==> config.mk <==
export PLATFORM = sky130hd
export DESIGN_NAME = ns_ident_regs
export DESIGN_NICKNAME = d
export VERILOG_FILES = /design/src/verilog/ns_ident_pkg.sv /design/src/verilog/atomic_unit_report.sv /design/src/verilog/ns_ident_regs.sv
export SDC_FILE = /design/constraint.sdc
export NUM_CORES = 1
export LEC_CHECK = 0
export BUFFER_PORTS_ARGS = -buffer_cell sky130_fd_sc_hd__buf_2
export CORE_AREA = 2 2 249 251
export CTS_CLUSTER_DIAMETER = 200
export DETAILED_ROUTE_END_ITERATION = 16
export DIE_AREA = 0 0 251 253
export MAX_ROUTING_LAYER = met4
export PLACE_DENSITY = 0.54
export SLEW_MARGIN = 20
export SYNTH_ARGS = -nofsm -noshare
export SYNTH_HDL_FRONTEND = slang
export SYNTH_SLANG_ARGS = --single-unit
export TNS_END_PERCENT = 20
==> constraint.sdc <==
create_clock -name ref_clk -period 10.85 [get_ports ref_clk]
set_input_delay 2.17 -clock ref_clk [delete_from_list [all_inputs] [get_ports ref_clk]]
set_output_delay 2.17 -clock ref_clk [all_outputs]
set_load 0.01 [all_outputs]
==> src/verilog/ns_ident_pkg.sv <==
package ns_ident_pkg;

    // bus and field widths
    localparam int unsigned DATA_W  = 32;
    localparam int unsigned ADDR_W  = 32;
    localparam int unsigned IDX_W   = 8;
    localparam int unsigned FIELD_W = 16;
    localparam int unsigned WIDE_W  = 128;

    // register indices (byte address is four times the index)
    localparam logic [7:0] IDX_NS_NORMAL_ATOMIC_UNIT        = 8'h22;
    localparam logic [7:0] IDX_NS_POWERFAIL_ATOMIC_UNIT     = 8'h24;
    localparam logic [7:0] IDX_NS_COMPARE_WRITE_ATOMIC_UNIT = 8'h26;
    localparam logic [7:0] IDX_NS_NORMAL_BOUNDARY_SIZE      = 8'h28;
    localparam logic [7:0] IDX_NS_BOUNDARY_START_OFFSET     = 8'h2A;
    localparam logic [7:0] IDX_NS_POWERFAIL_BOUNDARY_SIZE   = 8'h2C;
    localparam logic [7:0] IDX_RESERVED_A                   = 8'h2E;
    localparam logic [7:0] IDX_NS_ALLOCATED_CAPACITY        = 8'h30;
    localparam logic [7:0] IDX_RESERVED_B                   = 8'h40;
    localparam logic [7:0] IDX_NS_GLOBAL_UNIQUE_ID          = 8'h68;

    // block-local control and status words
    localparam logic [7:0] IDX_PROV_CTRL   = 8'h80;
    localparam logic [7:0] IDX_ID_ORG      = 8'h81;
    localparam logic [7:0] IDX_PROV_STATUS = 8'h82;

    // provisioning control fields
    localparam int unsigned CTRL_UNLOCK_BIT = 0;
    localparam int unsigned CTRL_LOCK_BIT   = 1;
    localparam int unsigned CTRL_DELETE_BIT = 2;

    // status fields
    localparam int unsigned STAT_ID_LOCKED_BIT   = 0;
    localparam int unsigned STAT_MGMT_BIT        = 1;
    localparam int unsigned STAT_CAP_NONZERO_BIT = 2;
    localparam int unsigned STAT_CAP_MISSING_BIT = 3;
    localparam int unsigned STAT_W               = 4;

    // organization identifier position inside the unique id
    localparam int unsigned ID_ORG_LSB = 64;
    localparam int unsigned ID_ORG_W   = 24;

    // reset values, fillers and bus codes
    localparam logic [15:0]  FIELD_RESET = 16'h0000;
    localparam logic [127:0] WIDE_RESET  = 128'h0;
    localparam logic [31:0]  WORD_ZERO   = 32'h0000_0000;
    localparam logic [15:0]  HALF_ZERO   = 16'h0000;
    localparam logic [7:0]   ORG_PAD     = 8'h00;
    localparam logic [27:0]  STAT_PAD    = 28'h0000000;
    localparam logic [1:0]   HTRANS_NSEQ = 2'h2;
    localparam logic         HRESP_OKAY  = 1'b0;

endpackage : ns_ident_pkg

==> src/verilog/atomic_unit_report.sv <==
module atomic_unit_report
(
    input  wire logic                               ref_clk,
    input  wire logic                               rst,
    input  wire logic                               ce,
    input  wire logic [ns_ident_pkg::FIELD_W-1:0]   cfg,
    input  wire logic [ns_ident_pkg::FIELD_W-1:0]   ctrl_unit,
    output logic      [ns_ident_pkg::FIELD_W-1:0]   rep_q
);

    import ns_ident_pkg::*;

    logic [FIELD_W-1:0] rep_d;
    wire                same_as_ctrl;

    // zero when matching
    assign same_as_ctrl = (cfg == ctrl_unit);
    assign rep_d        = same_as_ctrl ? FIELD_RESET : cfg;

    // reported value register
    always_ff @(posedge ref_clk) begin
        if (rst) begin
            rep_q <= FIELD_RESET;
        end else if (ce) begin
            rep_q <= rep_d;
        end
    end

    property p_match_zero;
        @(posedge ref_clk) disable iff (rst)
        (ce && cfg == ctrl_unit) |=> (rep_q == FIELD_RESET);
    endproperty
    a_match_zero: assert property (p_match_zero)
        else $error("matching atomic unit not reported as zero");

endmodule // atomic_unit_report

==> src/verilog/ns_ident_regs.sv <==
// Behaviour
// normal atomic unit zero when equals controller
// powerfail atomic unit zero when equals controller
// compare-write unit zero when equals controller
// normal boundary size, zero means none
// no atomicity across normal boundary
// powerfail boundary size, zero means none
// no read-data promise across powerfail boundary
// offset zero when both sizes zero
// offset never exceeds either boundary size
// capacity is sixteen-byte byte count
// capacity populated when management supported (not enforced; status bit 3 flags it missing)
// capacity independent of block count product
// unique id fixed across reset, format
// organization id in bytes 114:112
// reserved positions read as zero
//
// The AHB-Lite slave port was left to the implementer.
module ns_ident_regs
(
    input  wire logic                              ref_clk,
    input  wire logic                              rst,
    input  wire logic                              por_rst,
    input  wire logic                              ce,
    input  wire logic                              hsel,
    input  wire logic [ns_ident_pkg::ADDR_W-1:0]   haddr,
    input  wire logic [1:0]                        htrans,
    input  wire logic                              hwrite,
    input  wire logic [2:0]                        hsize,
    input  wire logic [ns_ident_pkg::DATA_W-1:0]   hwdata,
    input  wire logic                              hready,
    output logic      [ns_ident_pkg::DATA_W-1:0]   hrdata_q,
    output logic                                   hreadyout_q,
    output logic                                   hresp_q,
    input  wire logic [ns_ident_pkg::FIELD_W-1:0]  ctrl_normal_atomic_unit,
    input  wire logic [ns_ident_pkg::FIELD_W-1:0]  ctrl_powerfail_atomic_unit,
    input  wire logic [ns_ident_pkg::FIELD_W-1:0]  ctrl_compare_write_atomic_unit,
    input  wire logic                              ns_mgmt_supported
);
    import ns_ident_pkg::*;

    // bus phase state
    logic               wr_pend_q;
    logic               rd_pend_q;
    logic [IDX_W-1:0]   idx_q;

    // stored configuration
    logic [FIELD_W-1:0] norm_unit_q;
    logic [FIELD_W-1:0] pf_unit_q;
    logic [FIELD_W-1:0] cw_unit_q;
    logic [FIELD_W-1:0] norm_bsize_q;
    logic [FIELD_W-1:0] bnd_off_q;
    logic [FIELD_W-1:0] pf_bsize_q;
    logic [WIDE_W-1:0]  cap_q;
    logic [WIDE_W-1:0]  id_q;
    logic               unlock_q;
    logic               id_locked_q;

    // reported values
    logic [FIELD_W-1:0] norm_unit_rep;
    logic [FIELD_W-1:0] pf_unit_rep;
    logic [FIELD_W-1:0] cw_unit_rep;
    logic [FIELD_W-1:0] off_rep_q;
    logic [FIELD_W-1:0] off_rep_d;

    // address phase qualification
    wire                addr_ok;
    wire [IDX_W-1:0]    widx;
    wire                wr_fire;
    wire                wr_cfg;
    wire                wr_id;
    assign addr_ok = hsel && htrans[1] && hready;
    assign widx    = haddr[IDX_W+1:2];
    assign wr_fire = wr_pend_q && hready;
    assign wr_cfg  = wr_fire && unlock_q;

    // index decode for the pending transfer
    wire hit_norm_unit;
    wire hit_pf_unit;
    wire hit_cw_unit;
    wire hit_norm_bsize;
    wire hit_bnd_off;
    wire hit_pf_bsize;
    wire hit_cap;
    wire hit_id;
    wire hit_ctrl;
    wire hit_org;
    wire hit_stat;
    wire hit_rsvd;
    assign hit_norm_unit  = (idx_q == IDX_NS_NORMAL_ATOMIC_UNIT);
    assign hit_pf_unit    = (idx_q == IDX_NS_POWERFAIL_ATOMIC_UNIT);
    assign hit_cw_unit    = (idx_q == IDX_NS_COMPARE_WRITE_ATOMIC_UNIT);
    assign hit_norm_bsize = (idx_q == IDX_NS_NORMAL_BOUNDARY_SIZE);
    assign hit_bnd_off    = (idx_q == IDX_NS_BOUNDARY_START_OFFSET);
    assign hit_pf_bsize   = (idx_q == IDX_NS_POWERFAIL_BOUNDARY_SIZE);
    assign hit_cap        = (idx_q[7:2] == IDX_NS_ALLOCATED_CAPACITY[7:2]);
    assign hit_id         = (idx_q[7:2] == IDX_NS_GLOBAL_UNIQUE_ID[7:2]);
    assign hit_ctrl       = (idx_q == IDX_PROV_CTRL);
    assign hit_org        = (idx_q == IDX_ID_ORG);
    assign hit_stat       = (idx_q == IDX_PROV_STATUS);

    // unmapped reads zero
    assign hit_rsvd = !(hit_norm_unit || hit_pf_unit || hit_cw_unit || hit_norm_bsize
                     || hit_bnd_off || hit_pf_bsize || hit_cap || hit_id
                     || hit_ctrl || hit_org || hit_stat);

    // provisioning commands
    wire ctrl_fire;
    wire lock_fire;
    wire del_fire;
    assign ctrl_fire = wr_fire && hit_ctrl;
    assign lock_fire = ctrl_fire && hwdata[CTRL_LOCK_BIT];
    assign del_fire  = ctrl_fire && hwdata[CTRL_DELETE_BIT];
    assign wr_id     = wr_cfg && hit_id && !id_locked_q;

    // wide field chunk select
    wire [6:0]        chunk_lsb;
    wire [DATA_W-1:0] cap_word;
    wire [DATA_W-1:0] id_word;
    assign chunk_lsb = {idx_q[1:0], 5'h00};
    assign cap_word  = cap_q[chunk_lsb +: DATA_W];
    assign id_word   = id_q[chunk_lsb +: DATA_W];

    // status word
    wire               cap_nonzero;
    wire [STAT_W-1:0]  stat_bits;
    assign cap_nonzero = (cap_q != WIDE_RESET);

    // flag missing capacity
    assign stat_bits[STAT_ID_LOCKED_BIT]   = id_locked_q;
    assign stat_bits[STAT_MGMT_BIT]        = ns_mgmt_supported;
    assign stat_bits[STAT_CAP_NONZERO_BIT] = cap_nonzero;
    assign stat_bits[STAT_CAP_MISSING_BIT] = ns_mgmt_supported && !cap_nonzero;

    // read data selection
    // org id readable apart
    wire [DATA_W-1:0] rd_word;
    assign rd_word = hit_norm_unit  ? {HALF_ZERO, norm_unit_rep} :
                     hit_pf_unit    ? {HALF_ZERO, pf_unit_rep}   :
                     hit_cw_unit    ? {HALF_ZERO, cw_unit_rep}   :
                     hit_norm_bsize ? {HALF_ZERO, norm_bsize_q}  :
                     hit_bnd_off    ? {HALF_ZERO, off_rep_q}     :
                     hit_pf_bsize   ? {HALF_ZERO, pf_bsize_q}    :
                     hit_cap        ? cap_word                   :
                     hit_id         ? id_word                    :
                     hit_ctrl       ? {29'h00000000, id_locked_q, 1'b0, unlock_q} :
                     hit_org        ? {ORG_PAD, id_q[ID_ORG_LSB +: ID_ORG_W]} :
                     hit_stat       ? {STAT_PAD, stat_bits}      :
                     WORD_ZERO;

    // address phase capture
    always_ff @(posedge ref_clk) begin
        if (rst) begin
            wr_pend_q <= 1'b0;
            rd_pend_q <= 1'b0;
            idx_q     <= '0;
        end else if (ce) begin
            wr_pend_q <= addr_ok && hwrite;
            rd_pend_q <= addr_ok && !hwrite;
            if (addr_ok) begin
                idx_q <= widx;
            end
        end
    end

    // one wait state on reads
    always_ff @(posedge ref_clk) begin
        if (rst) begin
            hreadyout_q <= 1'b1;
            hresp_q     <= HRESP_OKAY;
        end else if (ce) begin
            hreadyout_q <= !(addr_ok && !hwrite);
            hresp_q     <= HRESP_OKAY;
        end
    end

    // read data register
    always_ff @(posedge ref_clk) begin
        if (rst) begin
            hrdata_q <= WORD_ZERO;
        end else if (ce && rd_pend_q) begin
            hrdata_q <= rd_word;
        end
    end

    // provisioning unlock
    always_ff @(posedge ref_clk) begin
        if (rst) begin
            unlock_q <= 1'b0;
        end else if (ce && ctrl_fire) begin
            unlock_q <= hwdata[CTRL_UNLOCK_BIT];
        end
    end

    // atomic unit fields
    always_ff @(posedge ref_clk) begin
        if (rst) begin
            norm_unit_q <= FIELD_RESET;
            pf_unit_q   <= FIELD_RESET;
            cw_unit_q   <= FIELD_RESET;
        end else if (ce && wr_cfg) begin
            if (hit_norm_unit) norm_unit_q <= hwdata[FIELD_W-1:0];
            if (hit_pf_unit)   pf_unit_q   <= hwdata[FIELD_W-1:0];
            if (hit_cw_unit)   cw_unit_q   <= hwdata[FIELD_W-1:0];
        end
    end

    // normal boundary size stored
    // powerfail boundary size stored
    // no boundary atomicity tracking
    // no post-crossing data tracking
    always_ff @(posedge ref_clk) begin
        if (rst) begin
            norm_bsize_q <= FIELD_RESET;
            bnd_off_q    <= FIELD_RESET;
            pf_bsize_q   <= FIELD_RESET;
        end else if (ce && wr_cfg) begin
            if (hit_norm_bsize) norm_bsize_q <= hwdata[FIELD_W-1:0];
            if (hit_bnd_off)    bnd_off_q    <= hwdata[FIELD_W-1:0];
            if (hit_pf_bsize)   pf_bsize_q   <= hwdata[FIELD_W-1:0];
        end
    end

    // byte count chunks
    // stored as given, not derived
    always_ff @(posedge ref_clk) begin
        if (rst) begin
            cap_q <= WIDE_RESET;
        end else if (ce && wr_cfg && hit_cap) begin
            cap_q[chunk_lsb +: DATA_W] <= hwdata;
        end
    end

    // id kept over controller reset
    always_ff @(posedge ref_clk) begin
        if (por_rst) begin
            id_q        <= WIDE_RESET;
            id_locked_q <= 1'b0;
        end else if (ce) begin
            if (lock_fire) begin
                id_locked_q <= 1'b1;
            end else if (del_fire) begin
                id_locked_q <= 1'b0;
            end
            if (del_fire && !lock_fire) begin
                id_q <= WIDE_RESET;
            end else if (wr_id) begin
                id_q[chunk_lsb +: DATA_W] <= hwdata;
            end
        end
    end

    // normal unit report
    atomic_unit_report u_normal (
        .ref_clk   (ref_clk),
        .rst       (rst),
        .ce        (ce),
        .cfg       (norm_unit_q),
        .ctrl_unit (ctrl_normal_atomic_unit),
        .rep_q     (norm_unit_rep)
    );

    // powerfail unit report
    atomic_unit_report u_powerfail (
        .ref_clk   (ref_clk),
        .rst       (rst),
        .ce        (ce),
        .cfg       (pf_unit_q),
        .ctrl_unit (ctrl_powerfail_atomic_unit),
        .rep_q     (pf_unit_rep)
    );

    // compare-write unit report
    atomic_unit_report u_compare (
        .ref_clk   (ref_clk),
        .rst       (rst),
        .ce        (ce),
        .cfg       (cw_unit_q),
        .ctrl_unit (ctrl_compare_write_atomic_unit),
        .rep_q     (cw_unit_rep)
    );

    // boundary offset clamp
    wire [FIELD_W-1:0] size_min;
    wire               no_bounds;
    assign size_min  = (norm_bsize_q < pf_bsize_q) ? norm_bsize_q : pf_bsize_q;
    assign no_bounds = (norm_bsize_q == FIELD_RESET) && (pf_bsize_q == FIELD_RESET);

    // zero without boundaries
    // clamp to smaller size
    assign off_rep_d = no_bounds ? FIELD_RESET :
                       (bnd_off_q > size_min) ? size_min : bnd_off_q;

    // reported offset register
    always_ff @(posedge ref_clk) begin
        if (rst) begin
            off_rep_q <= FIELD_RESET;
        end else if (ce) begin
            off_rep_q <= off_rep_d;
        end
    end

    property p_pf_pass;
        @(posedge ref_clk) disable iff (rst)
        (ce && pf_unit_q != ctrl_powerfail_atomic_unit)
            |=> (pf_unit_rep == $past(pf_unit_q));
    endproperty
    a_pf_pass: assert property (p_pf_pass)
        else $error("powerfail unit not passed through");

    property p_cw_zero;
        @(posedge ref_clk) disable iff (rst)
        (ce && cw_unit_q == ctrl_compare_write_atomic_unit)
            |=> (cw_unit_rep == FIELD_RESET);
    endproperty
    a_cw_zero: assert property (p_cw_zero)
        else $error("matching compare-write unit not zero");

    property p_off_zero;
        @(posedge ref_clk) disable iff (rst)
        (ce && norm_bsize_q == FIELD_RESET && pf_bsize_q == FIELD_RESET)
            |=> (off_rep_q == FIELD_RESET);
    endproperty
    a_off_zero: assert property (p_off_zero)
        else $error("offset nonzero with no boundaries");

    property p_off_bound;
        @(posedge ref_clk) disable iff (rst)
        ce |=> (off_rep_q <= $past(norm_bsize_q)) && (off_rep_q <= $past(pf_bsize_q));
    endproperty
    a_off_bound: assert property (p_off_bound)
        else $error("offset above a boundary size");

    property p_cap_write;
        @(posedge ref_clk) disable iff (rst)
        (ce && wr_cfg && hit_cap && idx_q[1:0] == 2'h0)
            |=> (cap_q[DATA_W-1:0] == $past(hwdata));
    endproperty
    a_cap_write: assert property (p_cap_write)
        else $error("capacity chunk not stored");

    property p_id_hold;
        @(posedge ref_clk) disable iff (por_rst)
        (id_locked_q && !del_fire) |=> $stable(id_q);
    endproperty
    a_id_hold: assert property (p_id_hold)
        else $error("locked unique id changed");

    property p_org_read;
        @(posedge ref_clk) disable iff (rst)
        (ce && rd_pend_q && hit_org)
            |=> (hrdata_q == {ORG_PAD, $past(id_q[ID_ORG_LSB +: ID_ORG_W])});
    endproperty
    a_org_read: assert property (p_org_read)
        else $error("organization id read wrong");

    property p_rsvd_read;
        @(posedge ref_clk) disable iff (rst)
        (ce && rd_pend_q && hit_rsvd) |=> (hrdata_q == WORD_ZERO);
    endproperty
    a_rsvd_read: assert property (p_rsvd_read)
        else $error("reserved word read nonzero");

    property p_read_wait;
        @(posedge ref_clk) disable iff (rst)
        (ce && addr_ok && !hwrite) |=> (!hreadyout_q && rd_pend_q);
    endproperty
    a_read_wait: assert property (p_read_wait)
        else $error("read wait state missing");

endmodule // ns_ident_regs

=== Word-level counts from Yosys, hierarchy flattened ===
Cells that the tools add are included.

* Input port bits: 125
* Memories kept: 0
* Latch bits: 0
* Output and inout port bits: 34
* Bits in read-only memories: 0
* Flip-flop bits (word level): 461
* Memory bits (writable): 0

* Bitwise operators: 0
* Div/mod/pow operators: 0
* Multiplexer cells: 23
* $lt $le $gt $ge: 2
* $mul: 0
* Shifts and indexed selects: 4
* Reduce and logical (&&, ||, !) cells: 37
* Add/subtract/negate cells: 1
* Eq/ne operators: 14

{| class="wikitable"
|+ Operators by type and width
! kind !! number
|-
| 128-bit bitwise mux || 2
|-
| 128-bit two-way mux || 2
|-
| 32-bit two-way mux || 8
|-
| 128-bit by 8-bit variable part select with 32-bit output || 2
|-
| 128-bit nonzero test || 1
|-
| 32-bit by 9-bit variable shift with 128-bit output (first input constant) || 1
|-
| 32-bit by 9-bit variable part select with 128-bit output || 1
|-
| 16-bit two-way mux || 6
|-
| 16-bit equality test || 3
|-
| 8-bit by 6-bit equality test with 1-bit output (second input constant) || 6
|-
| 24-bit two-way mux || 2
|-
| 16-bit zero test || 2
|-
| 8-bit equality test (second input constant) || 3
|-
| 1-bit logical AND || 18
|-
| 2-bit AND reduction || 9
|-
| 16-bit > comparator || 1
|-
| 16-bit < comparator || 1
|-
| 7-bit negation with 9-bit output || 1
|-
| 6-bit by 4-bit equality test with 1-bit output (second input constant) || 1
|-
| 6-bit by 5-bit equality test with 1-bit output (second input constant) || 1
|-
| 1-bit zero test || 5
|-
| 4-bit two-way mux || 1
|-
| 2-bit nonzero test || 2
|-
| 1-bit two-way mux || 2
|}

=== Logic depth before layout (Yosys ltp) ===
Gate-level depths: netlist (run 1).

* Word-level depth: 14
* Gate-level depth with buffers: 19
* Depth with buffers taken out: 17

=== By module ===
Synthesis (run 1) repeated with hierarchy kept, for this count alone.

* Cell total of the unflattened synthesis: 2480
* Area total of the unflattened synthesis: 21419.3 um2

{| class="wikitable"
|+ By module, submodules not included
! module !! area each (um2) !! instances !! cells each !! seq. area each (um2)
|-
| ns_ident_regs || 18833.1 || 1 || 2204 || 8267.9
|-
| atomic_unit_report || 862.1 || 3 || 92 || 320.3
|}

=== Least setup slack after synthesis (run 1) ===
No wires, ideal clock.

* Kind: flip-flop to flip-flop
* From: register pf_bsize_q[15]
* To: register off_rep_q[10]
* Setup time: 60 ps
* Stages on the path, launching flop included: 19
* Required time: 10790 ps
* Slack: 6918 ps
* Arrival: 3873 ps
* Path through: dfxtp_1 -> inv_1 -> ha_1 -> a21oi_1 -> o21ai_0 -> a2111oi_0 -> nand3_1 -> nand2_1 -> buf_2 -> mux2_2 -> inv_1 -> ha_1 -> and3_1 -> nand4_1 -> a211oi_1 -> nor3_1 -> a211oi_1 -> clkbuf_1 -> a221o_1

* Cells in the longest elaborated chain, start to end: 5
* Elaborated cells between the ends (all ways): 7
* Those cells by class: order compare (2); mux (3); reduce/logical (2)

{| class="wikitable"
|+ Ends and longest elaborated chain
! item !! line !! RTL
|-
| from (decl) || ns_ident_regs.sv:53 || <nowiki>logic [FIELD_W-1:0] pf_bsize_q;</nowiki>
|-
| from (signal assigned) || ns_ident_regs.sv:220 || <nowiki>if (hit_pf_bsize) pf_bsize_q <= hwdata[FIELD_W-1:0];</nowiki>
|-
| 16-bit < comparator || ns_ident_regs.sv:286 || <nowiki>assign size_min = (norm_bsize_q < pf_bsize_q) ? norm_bsize_q : pf_bsize_q;</nowiki>
|-
| 16-bit two-way mux || ns_ident_regs.sv:286 ||
|-
| 16-bit > comparator || ns_ident_regs.sv:292 || <nowiki>(bnd_off_q > size_min) ? size_min : bnd_off_q;</nowiki>
|-
| 16-bit two-way mux || ns_ident_regs.sv:292 ||
|-
| 16-bit two-way mux * || ns_ident_regs.sv:291 || <nowiki>assign off_rep_d = no_bounds ? FIELD_RESET :</nowiki>
|-
| to (signal assigned) || ns_ident_regs.sv:299 || <nowiki>off_rep_q <= off_rep_d;</nowiki>
|-
| to (decl) || ns_ident_regs.sv:63 || <nowiki>logic [FIELD_W-1:0] off_rep_q;</nowiki>
|}

Every way passes the cells marked *; elsewhere a longest branch is shown, timed or not.
A chain may end at the register's enable or synchronous reset.

=== Worst setup path in the final report (run 1) ===
Ends and elaborated chain as after synthesis.

==> results of run 1 <==
flip-flops by register name, summed over array words and instances, names as in the netlist:
register / count
cap_q: 128
id_q: 128
hrdata_q: 32
bnd_off_q: 16
cw_unit_q: 16
norm_bsize_q: 16
norm_unit_q: 16
off_rep_q: 16
pf_bsize_q: 16
pf_unit_q: 16
u_compare.rep_q: 16
u_normal.rep_q: 16
u_powerfail.rep_q: 16
idx_q: 8
hreadyout_q: 1
id_locked_q: 1
rd_pend_q: 1
unlock_q: 1
wr_pend_q: 1
per-stage QoR:
step	hold WS, ps	power (uW)	instance area (um2)
4_1_cts	453.5	3679	23910
2_1_floorplan	428.9	1809	21030
5_1_grt	470.6	3750	23940
3_5_place_dp	445.4	1883	22180
6_report	450.8	3659	23940
3_3_place_gp	436.2	1882	22180
cell usage in the layout, fill, tap and decap left out, types with 25 or more instances in the layout:
cell type                   instances
sky130_fd_sc_hd__nor2b_1           86
sky130_fd_sc_hd__a22oi_1           92
sky130_fd_sc_hd__inv_1             40
sky130_fd_sc_hd__clkbuf_16         50
sky130_fd_sc_hd__buf_2            128
sky130_fd_sc_hd__mux4_2            64
sky130_fd_sc_hd__nor4_1            50
sky130_fd_sc_hd__ha_1              35
sky130_fd_sc_hd__nor2_1           153
sky130_fd_sc_hd__nand2_1          363
sky130_fd_sc_hd__nand3_1          129
sky130_fd_sc_hd__nand4_1           25
sky130_fd_sc_hd__o21ai_0           26
sky130_fd_sc_hd__a22o_1           103
sky130_fd_sc_hd__a21oi_1          288
sky130_fd_sc_hd__buf_4             31
sky130_fd_sc_hd__dfxtp_1          459
critical path, cell delays in order (launching register included):
cell	delay, ps
sky130_fd_sc_hd__dfxtp_1	450
sky130_fd_sc_hd__inv_1	70
sky130_fd_sc_hd__ha_1	310
sky130_fd_sc_hd__a21oi_1	150
sky130_fd_sc_hd__o21ai_0	150
sky130_fd_sc_hd__a2111oi_0	320
sky130_fd_sc_hd__nand3_1	120
sky130_fd_sc_hd__nand2_1	500
sky130_fd_sc_hd__mux2_2	450
sky130_fd_sc_hd__inv_1	70
sky130_fd_sc_hd__ha_1	230
sky130_fd_sc_hd__and3_1	180
sky130_fd_sc_hd__nand2_1	60
sky130_fd_sc_hd__a31oi_1	70
sky130_fd_sc_hd__o31ai_1	450
sky130_fd_sc_hd__a21oi_1	160
sky130_fd_sc_hd__nor2_2	630
sky130_fd_sc_hd__a221o_1	260
cell type report:
cell class	instances	share of cell area
multi-input cells	1689	0.4567
flip-flops and latches	461	0.3858
clock buffers	73	0.06215
well taps	790	0.04129
repair buffers	160	0.03711
clock inverters	20	0.01051
inverters	40	0.006273
diodes	2	0.0002091
power breakdown:
group          internal (uW)  switching, uW
clock                   1070            741
sequential              1690           4.81
combinational           34.8            114
how the worst min path moves through the flow:
stage,cells past startpoint,from,endpoint
5_1_grt,2,id_q[21]$_SDFFE_PP0P_,id_q[21]$_SDFFE_PP0P_
2_1_floorplan,2,id_q[1]$_SDFFE_PP0P_,id_q[1]$_SDFFE_PP0P_
3_5_place_dp,2,id_q[8]$_SDFFE_PP0P_,id_q[8]$_SDFFE_PP0P_
6_report,2,id_q[25]$_SDFFE_PP0P_,id_q[25]$_SDFFE_PP0P_
3_3_place_gp,2,id_q[29]$_SDFFE_PP0P_,id_q[29]$_SDFFE_PP0P_
4_1_cts,2,id_q[8]$_SDFFE_PP0P_,id_q[8]$_SDFFE_PP0P_
metal layers:
layer  track usage  wire [um]  part of all wire  up-vias
met5             -          0                 0        -
met2        0.3782      35010              0.44      868
li1              -          -                 -     8616
met3       0.03968       6133             0.078      137
met1        0.3422      35170              0.44     9394
met4       0.08929       2731             0.035        0
cell families (layout without fill, tap and decap cells):
| logic type | after synthesis | after routing | share of synthesized area |
|---|---|---|---|
| buffers and inverters | 235 | 293 | 0.04521 |
| multiplexers | 97 | 97 | 0.08518 |
| AO/OA/AOI/OAI | 614 | 614 | 0.1913 |
| other | 1 | 3 | 0.0001783 |
| XOR/XNOR | 48 | 48 | 0.01999 |
| AND/OR/NAND/NOR | 894 | 894 | 0.1986 |
| adder cells (fa/ha/maj) | 35 | 35 | 0.02082 |
| flip-flops | 461 | 461 | 0.4388 |
==> impl_results.md, run 1 <==
- Bufs on Longest Clock Path: 3
- Detailed-route wire length: approximately 79,000 um
- Number of nets in the final layout: 2,562
- Number of buffers inserted by post-CTS setup repair: 0
- Hold-fix buffers, CTS: 0
- Sequential cell area in the final layout: 9234 um2
- Clock latency on the worst-skew pair: 600 ps
- Total negative slack: 0 ps
- Reg-to-reg slack, setup: 6150 ps
- Run status: completed
- Clock tree from TritonCTS: done
- Kind of critical path: reg -> reg
- Final cell utilization of the core: 0.3922
- Total setup violations reported at the end of the flow: 0
- Final worst path period need: 4703 ps
- Post-synth top flop: sky130_fd_sc_hd__dfxtp_1
- CP arrival: 5250 ps
- Area fraction of the dominant cell type after synthesis: 0.4388
- Gate Count Post-Synth: 2,385
- H-tree level count: 2
- Largest cells by area after synthesis: sky130_fd_sc_hd__dfxtp_1 44%, sky130_fd_sc_hd__a21oi_1 6.9%, sky130_fd_sc_hd__mux4_2 6.9%, sky130_fd_sc_hd__nand2_1 6.5%, sky130_fd_sc_hd__a22o_1 4.3%
- Sort of element at the end of the critical path: flip-flop
- Number of gates resized after cts: 0
- DRT iter0 DRCs: approximately 1,800
- Cell at the root of the clock tree: sky130_fd_sc_hd__clkbuf_16
- Count of state elements after synthesis: 461
- Avg Inst Size Synth: 8.819 um2
- Setup ws final: 6147 ps
- Detailed-placement wirelength estimate: about 51,000 um
- Placed instance count: 3,140
- Overall die width: 251 um
- Number of nets in the synthesized netlist: roughly 2,500
- Hold WC Path Type: reg -> reg
- Fraction of layout instances using a drive strength above 1: 0.1482
- Total number of vias: 19,020
- Worst ir drop on vdd: 102.1 uV
- # fillers: 6,116
- Most frequently used cell type in the post-synthesis netlist: sky130_fd_sc_hd__dfxtp_1
- Max-cap violations: 0
- Initial antenna violation count: 2
- Drt pass-1 iters: 5
- Global-route wire length before repair: between 100,000 and 150,000 um
- Largest net degree at the start of global routing: 131
- Number of buffer cells added on primary ports: about 130
- Via/cell ratio: 5.878
- Biggest fanout along the worst timing path: 16
- Layout Skew: 17.02 ps
- Total number of yosys warnings: 0
- Unrepaired setup endpoints after global routing: false
- Beginning of the worst register-to-register path: pf_bsize_q[15]$_SDFFE_PP0P_
- Final hold vios: 0
- Portion of the post-synthesis area used by sequential elements: 0.4388
- Final Non-Filler Cells: ~3,200
- Summed instance area of the synthesized netlist: 21,030 um2
- RePlAce Congestion: 0.9074
- Area overhead of the layout relative to synthesis: 13.80%
- Leakage: 0.008368 uW
- Setup slack after placement: 5821 ps
- Endpoint of the lowest-slack register-to-register path: off_rep_q[10]$_SDFFE_PP0P_
- Transition at the pin with the smallest max-transition slack: approximately 1200 ps
- Height of the chip: 253 um
- DIE AREA: 63,500 um2
- Data required time at the worst endpoint: around 11,000 ps
- Synth unique cells: 67
- Drt wl/cell: 24.43 um
- Initial core utilization: 0.3447
- Number of top-level pins: 159
- Relative slew margins: 0.1964
- F_max: 212.6 MHz
- Combined area of the multi-input logic cells: roughly 11,000 um2
- GR Util All Layers: 0.2514
- Path depth of the worst reg2reg path: 17
- Most numerous cell types in the synthesized netlist: 461 x sky130_fd_sc_hd__dfxtp_1, 364 x sky130_fd_sc_hd__nand2_1, 289 x sky130_fd_sc_hd__a21oi_1
- Number of synthesized flops with an enable pin: 0
- Kind of start point of the critical path: flip-flop
- Core outline area: 61,030 um2
- Power density over cell area: 152.9 nW/um2
- Number of clock sinks seen by CTS: between 400 and 500
- Startpoint of the worst setup timing path: pf_bsize_q[15]$_SDFFE_PP0P_
- CP endpoint: off_rep_q[10]$_SDFFE_PP0P_
- Cell type contributing the most total cell area after synthesis: sky130_fd_sc_hd__dfxtp_1
- Async set-reset flop share out of synthesis: 0
- Final global-route overflow total: 0
- Antenna Nets Post-Route: 0
- Tcrit/Tclk final: 0.4335
- Count of unresolved DRC violations after routing: 0
- Final slew viol count: 0
- Number of rows in the core area: 91
- Num CTS Buffers: 50
- Vias in the first global route: approximately 18,000
- Register clock-pin slew on the reported worst setup and hold paths: 60 ps
Note: power is estimated with default switching activity, not from simulation.
==> run 2: changes to the inputs <==
PLACE_DENSITY = 0.56   (was 0.54)
clock period = 4.1 ns   (was 10.85 ns; I/O delays follow)
==> run 2 against run 1 <==
Against the previous run: worst setup slack lost 5900 ps; die area did not move; clock-buffer cell count rose by 2; worst hold slack got worse by 7.8 ps; global-route usage up 0.34 points; clock power grew 150%; sequential share of layout area down 0.75 points; via count up 1.3%; final cell count increased by 1.9%; largest cell class unchanged; highest routed layer unchanged.
==> impl_results.md, run 2 (synthesized netlist as in run 1, its figures left out) <==
- Kind of critical path: reg -> reg (unchanged)
- Beginning of the worst register-to-register path: pf_bsize_q[1]$_SDFFE_PP0P_ (was pf_bsize_q[15]$_SDFFE_PP0P_)
- RePlAce Congestion: 0.9231 (was 0.9074)
- Hold WC Path Type: in -> reg (was reg -> reg)
- Run status: completed (unchanged)
- Total negative slack: 0 ps (unchanged)
- Core outline area: 61,030 um2 (unchanged)
- Clock tree from TritonCTS: done (unchanged)
- Worst ir drop on vdd: 318.1 uV (was 102.1 uV)
- Number of clock sinks seen by CTS: 461 (unchanged)
- Number of buffer cells added on primary ports: 129 (unchanged)
- Hold-fix buffers, CTS: 0 (unchanged)
- Antenna Nets Post-Route: 0 (unchanged)
- Design Power: 9397 uW (was 3659 uW)
- Fraction of layout instances using a drive strength above 1: 0.1657 (was 0.1482)
- Cell at the root of the clock tree: sky130_fd_sc_hd__clkbuf_16 (unchanged)
- Relative slew margins: 0.2452 (was 0.1964)
- H-tree level count: 2 (unchanged)
- Post-layout instance area: 24,410 um2 (was 23,940 um2)
- Drt wl/cell: 24.47 um (was 24.43 um)
- Final slew viol count: 0 (unchanged)
- Transition at the pin with the smallest max-transition slack: 1128 ps (was 1205 ps)
- Final hold vios: 0 (unchanged)
- Total number of vias: 19,250 (was 19,020)
- Initial core utilization: 0.3447 (unchanged)
- Kind of start point of the critical path: flip-flop (unchanged)
- Detailed-placement wirelength estimate: 54,160 um (was 51,400 um)
- Layout Skew: 24.10 ps (was 17.02 ps)
- CP arrival: 4380 ps (was 5250 ps)
- Overall die width: 251 um (unchanged)
- Power density over cell area: 384.9 nW/um2 (was 152.9 nW/um2)
- Most used cells in the layout excluding fill and tap cells: 459 x sky130_fd_sc_hd__dfxtp_1, 364 x sky130_fd_sc_hd__nand2_1, 287 x sky130_fd_sc_hd__a21oi_1 (was 459 x sky130_fd_sc_hd__dfxtp_1, 363 x sky130_fd_sc_hd__nand2_1, 288 x sky130_fd_sc_hd__a21oi_1)
- Biggest fanout along the worst timing path: 14 (was 16)
- DRT iter0 DRCs: 2,250 (was 1,804)
- Number of rows in the core area: 91 (unchanged)
- # fillers: 6,113 (was 6,116)
- Startpoint of the worst setup timing path: pf_bsize_q[1]$_SDFFE_PP0P_ (was pf_bsize_q[15]$_SDFFE_PP0P_)
- Leakage: 0.008658 uW (was 0.008368 uW)
- GR Util All Layers: 0.2548 (was 0.2514)
- F_max: 257.1 MHz (was 212.6 MHz)
- Data required time at the worst endpoint: 4590 ps (was 11,390 ps)
- Source of the worst hold timing path: haddr[2] (was id_q[25]$_SDFFE_PP0P_)
- Cell area after placement: 22,750 um2 (was 22,180 um2)
- Count of unresolved DRC violations after routing: 0 (unchanged)
- Final global-route overflow total: 0 (unchanged)
- Total setup violations reported at the end of the flow: 0 (unchanged)
- Bufs on Longest Clock Path: 3 (unchanged)
- Sort of element at the end of the critical path: flip-flop (unchanged)
- DIE AREA: 63,500 um2 (unchanged)
- Vias in the first global route: 18,340 (was 18,320)
- Final cell utilization of the core: 0.4000 (was 0.3922)
- Largest net degree at the start of global routing: 168 (was 131)
- Commonest non-fill, non-tap cell in the layout: sky130_fd_sc_hd__dfxtp_1 (unchanged)
- Reg-to-reg slack, setup: 210 ps (was 6150 ps)
- Drt pass-1 iters: 7 (was 5)
- Number of nets in the final layout: 2,632 (was 2,562)
- Via/cell ratio: 5.841 (was 5.878)
- Number of top-level pins: 159 (unchanged)
- Initial antenna violation count: 2 (unchanged)
- Final worst path period need: 3890 ps (was 4703 ps)
- Tcrit/Tclk final: 0.9487 (was 0.4335)
- Detailed-route wire length: 80,660 um (was 79,040 um)
- Area overhead of the layout relative to synthesis: 16.06% (was 13.80%)
- Num CTS Buffers: 51 (was 50)
- Registers with the most flip-flops: cap_q x128, id_q x128, hrdata_q x32 (unchanged)
- Clock latency on the worst-skew pair: 620 ps (was 600 ps)
- Register clock-pin slew on the reported worst setup and hold paths: 60 ps (about the same)
- Height of the chip: 253 um (unchanged)
- Global-route wire length before repair: 120,200 um (was 118,900 um)
- Max-cap violations: 0 (unchanged)
run 2: report_power, final:
part           internal [uW]  total [uW]  switching [uW]
Sequential              4480        4490            7.30
Clock                   2540        4490            1950
Combinational            102         413             311
run 2: area by class of cell:
| type | instances | area [um2] | area share |
|---|---|---|---|
| clock inverter | 10 | 167.7 | 0.006868 |
| sequential | 461 | 9234 | 0.3782 |
| multi-input combinational | 1689 | 10960 | 0.4488 |
| inverter | 40 | 150.1 | 0.006150 |
| antenna | 2 | 5.005 | 0.0002050 |
| clock buffer | 75 | 1426 | 0.05843 |
| tap | 790 | 988.4 | 0.04049 |
| timing repair buffer | 229 | 1485 | 0.06084 |
run 2: timing repair:
item	CTS	global route
resized for setup	1	10
setup buffers	0	1
pin swaps	0	4
cloned	0	0
setup endpoints to repair	2	16
run 2: layer usage:
layer  routed length (um)  GRT usage  vias up
li1                     -          -     8737
met1                35410     0.3493     9485
met2                37250     0.4027      930
met3                 6420    0.03176      101
met4                 1581    0.05646        0
met5                    0          -        -
run 2: final timing paths:
path | end | cells after the start
worst max-delay path | off_rep_q[11]$_SDFFE_PP0P_ | 19
worst min-delay path | idx_q[0]$_SDFFE_PP0P_ | 3
worst max register to register | off_rep_q[11]$_SDFFE_PP0P_ | 19
worst min register to register | id_q[25]$_SDFFE_PP0P_ | 2
run 2: worst max-delay path, stage by stage (launching register included):
cell	delay (ps)
sky130_fd_sc_hd__dfxtp_1	330
sky130_fd_sc_hd__inv_1	70
sky130_fd_sc_hd__ha_1	280
sky130_fd_sc_hd__a2111oi_0	420
sky130_fd_sc_hd__buf_4	180
sky130_fd_sc_hd__nand3b_1	100
sky130_fd_sc_hd__nand3_1	70
sky130_fd_sc_hd__nand2_1	130
sky130_fd_sc_hd__buf_12	160
sky130_fd_sc_hd__mux2_2	360
sky130_fd_sc_hd__inv_1	60
sky130_fd_sc_hd__ha_1	230
sky130_fd_sc_hd__and3_1	180
sky130_fd_sc_hd__nand2_1	60
sky130_fd_sc_hd__a31oi_1	90
sky130_fd_sc_hd__o31ai_2	300
sky130_fd_sc_hd__buf_4	170
sky130_fd_sc_hd__a211oi_2	70
sky130_fd_sc_hd__buf_6	200
sky130_fd_sc_hd__a221o_1	300
run 2: per-stage QoR:
stage / hold slack, ps / setup WS (ps) / instances
detailed placement: 445.0 / 53.74 / 3208
global route: 424.5 / -0.2029 / 3296
global placement: 436.2 / -314.6 / 3208
finish: 443.0 / 210.4 / 3296
CTS: 417.7 / 169.4 / 3293
floorplan: 428.9 / 167.8 / 2385
==> run 3: changes to the inputs <==
MAX_ROUTING_LAYER = default   (was met4)
SETUP_SLACK_MARGIN = 0.2   (was default)
==> run 3 against run 2 <==
Against the previous run: critical path depth is the same; wire length is 1.1% lower; sequential share of layout area down 0.46 points; global-route usage decreased by 1.1 points; clock power increased by 9.8%; combinational power down 2%; power is 4.5% higher; final cell count increased by 0.24%; critical path type unchanged.
==> impl_results.md, run 3 (synthesized netlist as in run 1, its figures left out) <==
- Transition at the pin with the smallest max-transition slack: 1060 ps (was 1128 ps)
- Leakage: 0.008786 uW (was 0.008658 uW)
- Power density over cell area: 397.0 nW/um2 (was 384.9 nW/um2)
- Height of the chip: 253 um (unchanged)
- Drt pass-1 iters: 5 (was 7)
- Hold-fix buffers, CTS: 0 (unchanged)
- Share of power burned in the clock network: 0.502 (was 0.478)
- Initial core utilization: 0.3447 (unchanged)
- Total negative slack: 0 ps (unchanged)
- Antenna Nets Post-Route: 0 (unchanged)
- Setup ws final: 207.9 ps (was 210.4 ps)
- Hold WC Path Type: reg -> reg (was in -> reg)
- Combined area of the multi-input logic cells: 11,080 um2 (was 10,960 um2)
- Worst hold slack: 454.2 ps (was 443.0 ps)
- Number of clock sinks seen by CTS: 461 (unchanged)
- Initial antenna violation count: 2 (unchanged)
- Tcrit/Tclk final: 0.9493 (was 0.9487)
- Register clock-pin slew on the reported worst setup and hold paths: 60 ps (about the same)
- Cell area after placement: 22,650 um2 (was 22,750 um2)
- Sort of element at the end of the critical path: flip-flop (unchanged)
- Bufs on Longest Clock Path: 3 (unchanged)
- Final hold vios: 0 (unchanged)
- Fraction of layout instances using a drive strength above 1: 0.1823 (was 0.1657)
- Final global-route overflow total: 0 (unchanged)
- DRT iter0 DRCs: 1,752 (was 2,250)
- Kind of critical path: reg -> reg (unchanged)
- Relative slew margins: 0.2916 (was 0.2452)
- Area overhead of the layout relative to synthesis: 17.59% (was 16.06%)
- Number of rows in the core area: 91 (unchanged)
- Most repeated library cell on the critical path: sky130_fd_sc_hd__buf_4
- Final worst path period need: 3892 ps (was 3890 ps)
- Design Power: 9819 uW (was 9397 uW)
- Largest net degree at the start of global routing: 133 (was 168)
- Total number of vias: 19,310 (was 19,250)
- Kind of start point of the critical path: flip-flop (unchanged)
- Cell family with most CP delay: compound AO/OA/AOI/OAI gates (unchanged)
- Clock tree from TritonCTS: done (unchanged)
- Number of buffer cells added on primary ports: 129 (unchanged)
- # fillers: 6,033 (was 6,113)
- Internal Dissipation: 7519 uW (was 7124 uW)
- Number of nets in the final layout: 2,630 (was 2,632)
- Unrepaired setup endpoints after global routing: false
- Net switching power figure: 2300 uW (was 2273 uW)
- Layout Skew: 26.50 ps (was 24.10 ps)
- H-tree level count: 2 (unchanged)
- Global-route wire length before repair: 118,900 um (was 120,200 um)
- Total setup violations reported at the end of the flow: 0 (unchanged)
- DIE AREA: 63,500 um2 (unchanged)
- RePlAce Congestion: 0.9227 (was 0.9231)
- Switching part of the total: 0.2343 (was 0.2419)
- Count of unresolved DRC violations after routing: 0 (unchanged)
- Via/cell ratio: 5.843 (was 5.841)
- Setup slack after placement: -273.6 ps (was 53.74 ps)
- Biggest fanout along the worst timing path: 6 (was 14)
- Drt wl/cell: 24.14 um (was 24.47 um)
- Final slew viol count: 0 (unchanged)
- Buffers and inverters on the worst path: 5 (was 6)
- Sequential cell area in the final layout: 9241 um2 (was 9234 um2)
- Slowest cell delay on critical path: 400 ps (was 420 ps)
- CP arrival: 4370 ps (was 4380 ps)
- Num CTS Buffers: 50 (was 51)
- F_max: 256.9 MHz (was 257.1 MHz)
- Most used cells in the layout excluding fill and tap cells: 453 x sky130_fd_sc_hd__dfxtp_1, 363 x sky130_fd_sc_hd__nand2_1, 285 x sky130_fd_sc_hd__a21oi_1 (was 459 x sky130_fd_sc_hd__dfxtp_1, 364 x sky130_fd_sc_hd__nand2_1, 287 x sky130_fd_sc_hd__a21oi_1)
- Post-layout instance area: 24,730 um2 (was 24,410 um2)
- Portion of total power attributed to combinational logic: 0.041 (was 0.044)
- Detailed-route wire length: 79,760 um (was 80,660 um)
- Overall die width: 251 um (unchanged)
- Core outline area: 61,030 um2 (unchanged)
- Cell at the root of the clock tree: sky130_fd_sc_hd__clkbuf_16 (unchanged)
- Max-cap violations: 0 (unchanged)
- Cell with the largest stage delay on the worst path: sky130_fd_sc_hd__a2111oi_4 (was sky130_fd_sc_hd__a2111oi_0)
- Run status: completed (unchanged)
- Detailed-placement wirelength estimate: 53,760 um (was 54,160 um)
- Portion of total power attributed to sequential cells: 0.457 (was 0.478)
- Number of top-level pins: 159 (unchanged)
- Worst ir drop on vdd: 295.2 uV (was 318.1 uV)
- Cell chain of the critical path: inv_2, ha_4, a2111oi_4, buf_4, nand3b_1, nand3_1, nand2_2, clkbuf_16, buf_4, mux2_2, ha_1, nor2b_1, o211ai_1, a211oi_2, nor3_2, a21oi_2, nor2_4, buf_6, a221o_1 (was inv_1, ha_1, a2111oi_0, buf_4, nand3b_1, nand3_1, nand2_1, buf_12, mux2_2, inv_1, ha_1, and3_1, nand2_1, a31oi_1, o31ai_2, buf_4, a211oi_2, buf_6, a221o_1)
- Vias in the first global route: 18,610 (was 18,340)
- Data required time at the worst endpoint: 4580 ps (was 4590 ps)
- GR Util All Layers: 0.2443 (was 0.2548)
- Clock latency on the worst-skew pair: 610 ps (was 620 ps)
- Registers with the most flip-flops: cap_q x128, id_q x128, hrdata_q x32 (unchanged)
- Commonest non-fill, non-tap cell in the layout: sky130_fd_sc_hd__dfxtp_1 (unchanged)
[run 3: repair_timing]
item / CTS / global route
pin swaps: 2 / 14
endpoints found under the setup margin: 16 / 16
setup buffers: 6 / 1
cloned: 0 / 1
resized for setup: 4 / 40
[run 3: power by group through the flow]
stage	registers (uW)	clock network [uW]	logic, uW
after floorplan	4590	0	202
after global placement	4590	0	396
after detailed placement	4590	0	400
after CTS	4490	4970	400
after global routing	4490	5150	428
final	4490	4930	405
[run 3: worst register-to-register path, stage by stage, from the launching register on]
cell and delay, ps:
sky130_fd_sc_hd__dfxtp_2 340, sky130_fd_sc_hd__inv_2 50, sky130_fd_sc_hd__ha_4 220, sky130_fd_sc_hd__a2111oi_4 400, sky130_fd_sc_hd__buf_4 170, sky130_fd_sc_hd__nand3b_1 120, sky130_fd_sc_hd__nand3_1 100, sky130_fd_sc_hd__nand2_2 160
sky130_fd_sc_hd__clkbuf_16 170, sky130_fd_sc_hd__buf_4 110, sky130_fd_sc_hd__mux2_2 340, sky130_fd_sc_hd__ha_1 180, sky130_fd_sc_hd__nor2b_1 110, sky130_fd_sc_hd__o211ai_1 140, sky130_fd_sc_hd__a211oi_2 240, sky130_fd_sc_hd__nor3_2 120
sky130_fd_sc_hd__a21oi_2 230, sky130_fd_sc_hd__nor2_4 90, sky130_fd_sc_hd__buf_6 170, sky130_fd_sc_hd__a221o_1 340
[run 3: cell type report]
cell class,instances,share of cell area
Antenna cell,2,0.0002023
Clock buffer,66,0.05868
Clock inverter,28,0.01416
Inverter,40,0.006070
Multi-Input combinational cell,1689,0.4481
Sequential cell,461,0.3736
Tap cell,790,0.03996
Timing Repair Buffer,228,0.05919
[run 3: path summary, 6_finish.rpt]
kind	end	cells after the start	slack, ps	start
worst min register to register	id_q[3]$_SDFFE_PP0P_	2	450	id_q[3]$_SDFFE_PP0P_
worst max register to register	off_rep_q[2]$_SDFFE_PP0P_	19	210	pf_bsize_q[1]$_SDFFE_PP0P_
worst max-delay path	off_rep_q[2]$_SDFFE_PP0P_	19	210	pf_bsize_q[1]$_SDFFE_PP0P_
worst min-delay path	id_q[3]$_SDFFE_PP0P_	2	450	id_q[3]$_SDFFE_PP0P_
[run 3: layer usage]
metal / GRT usage / wire [um] / up-vias
met5: 0 / 13 / -
met4: 0.09541 / 3007 / 2
met3: 0.04533 / 6624 / 155
met2: 0.4013 / 37260 / 903
met1: 0.3180 / 32850 / 9486
li1: - / - / 8760
[run 3: metrics by stage]
stage / std cells / utilization
3_5_place_dp: 3200 / 0.3712
2_1_floorplan: 2385 / -
5_1_grt: 3302 / 0.4052
3_3_place_gp: 3200 / 0.3711
6_report: 3304 / 0.4053
4_1_cts: 3300 / 0.4017
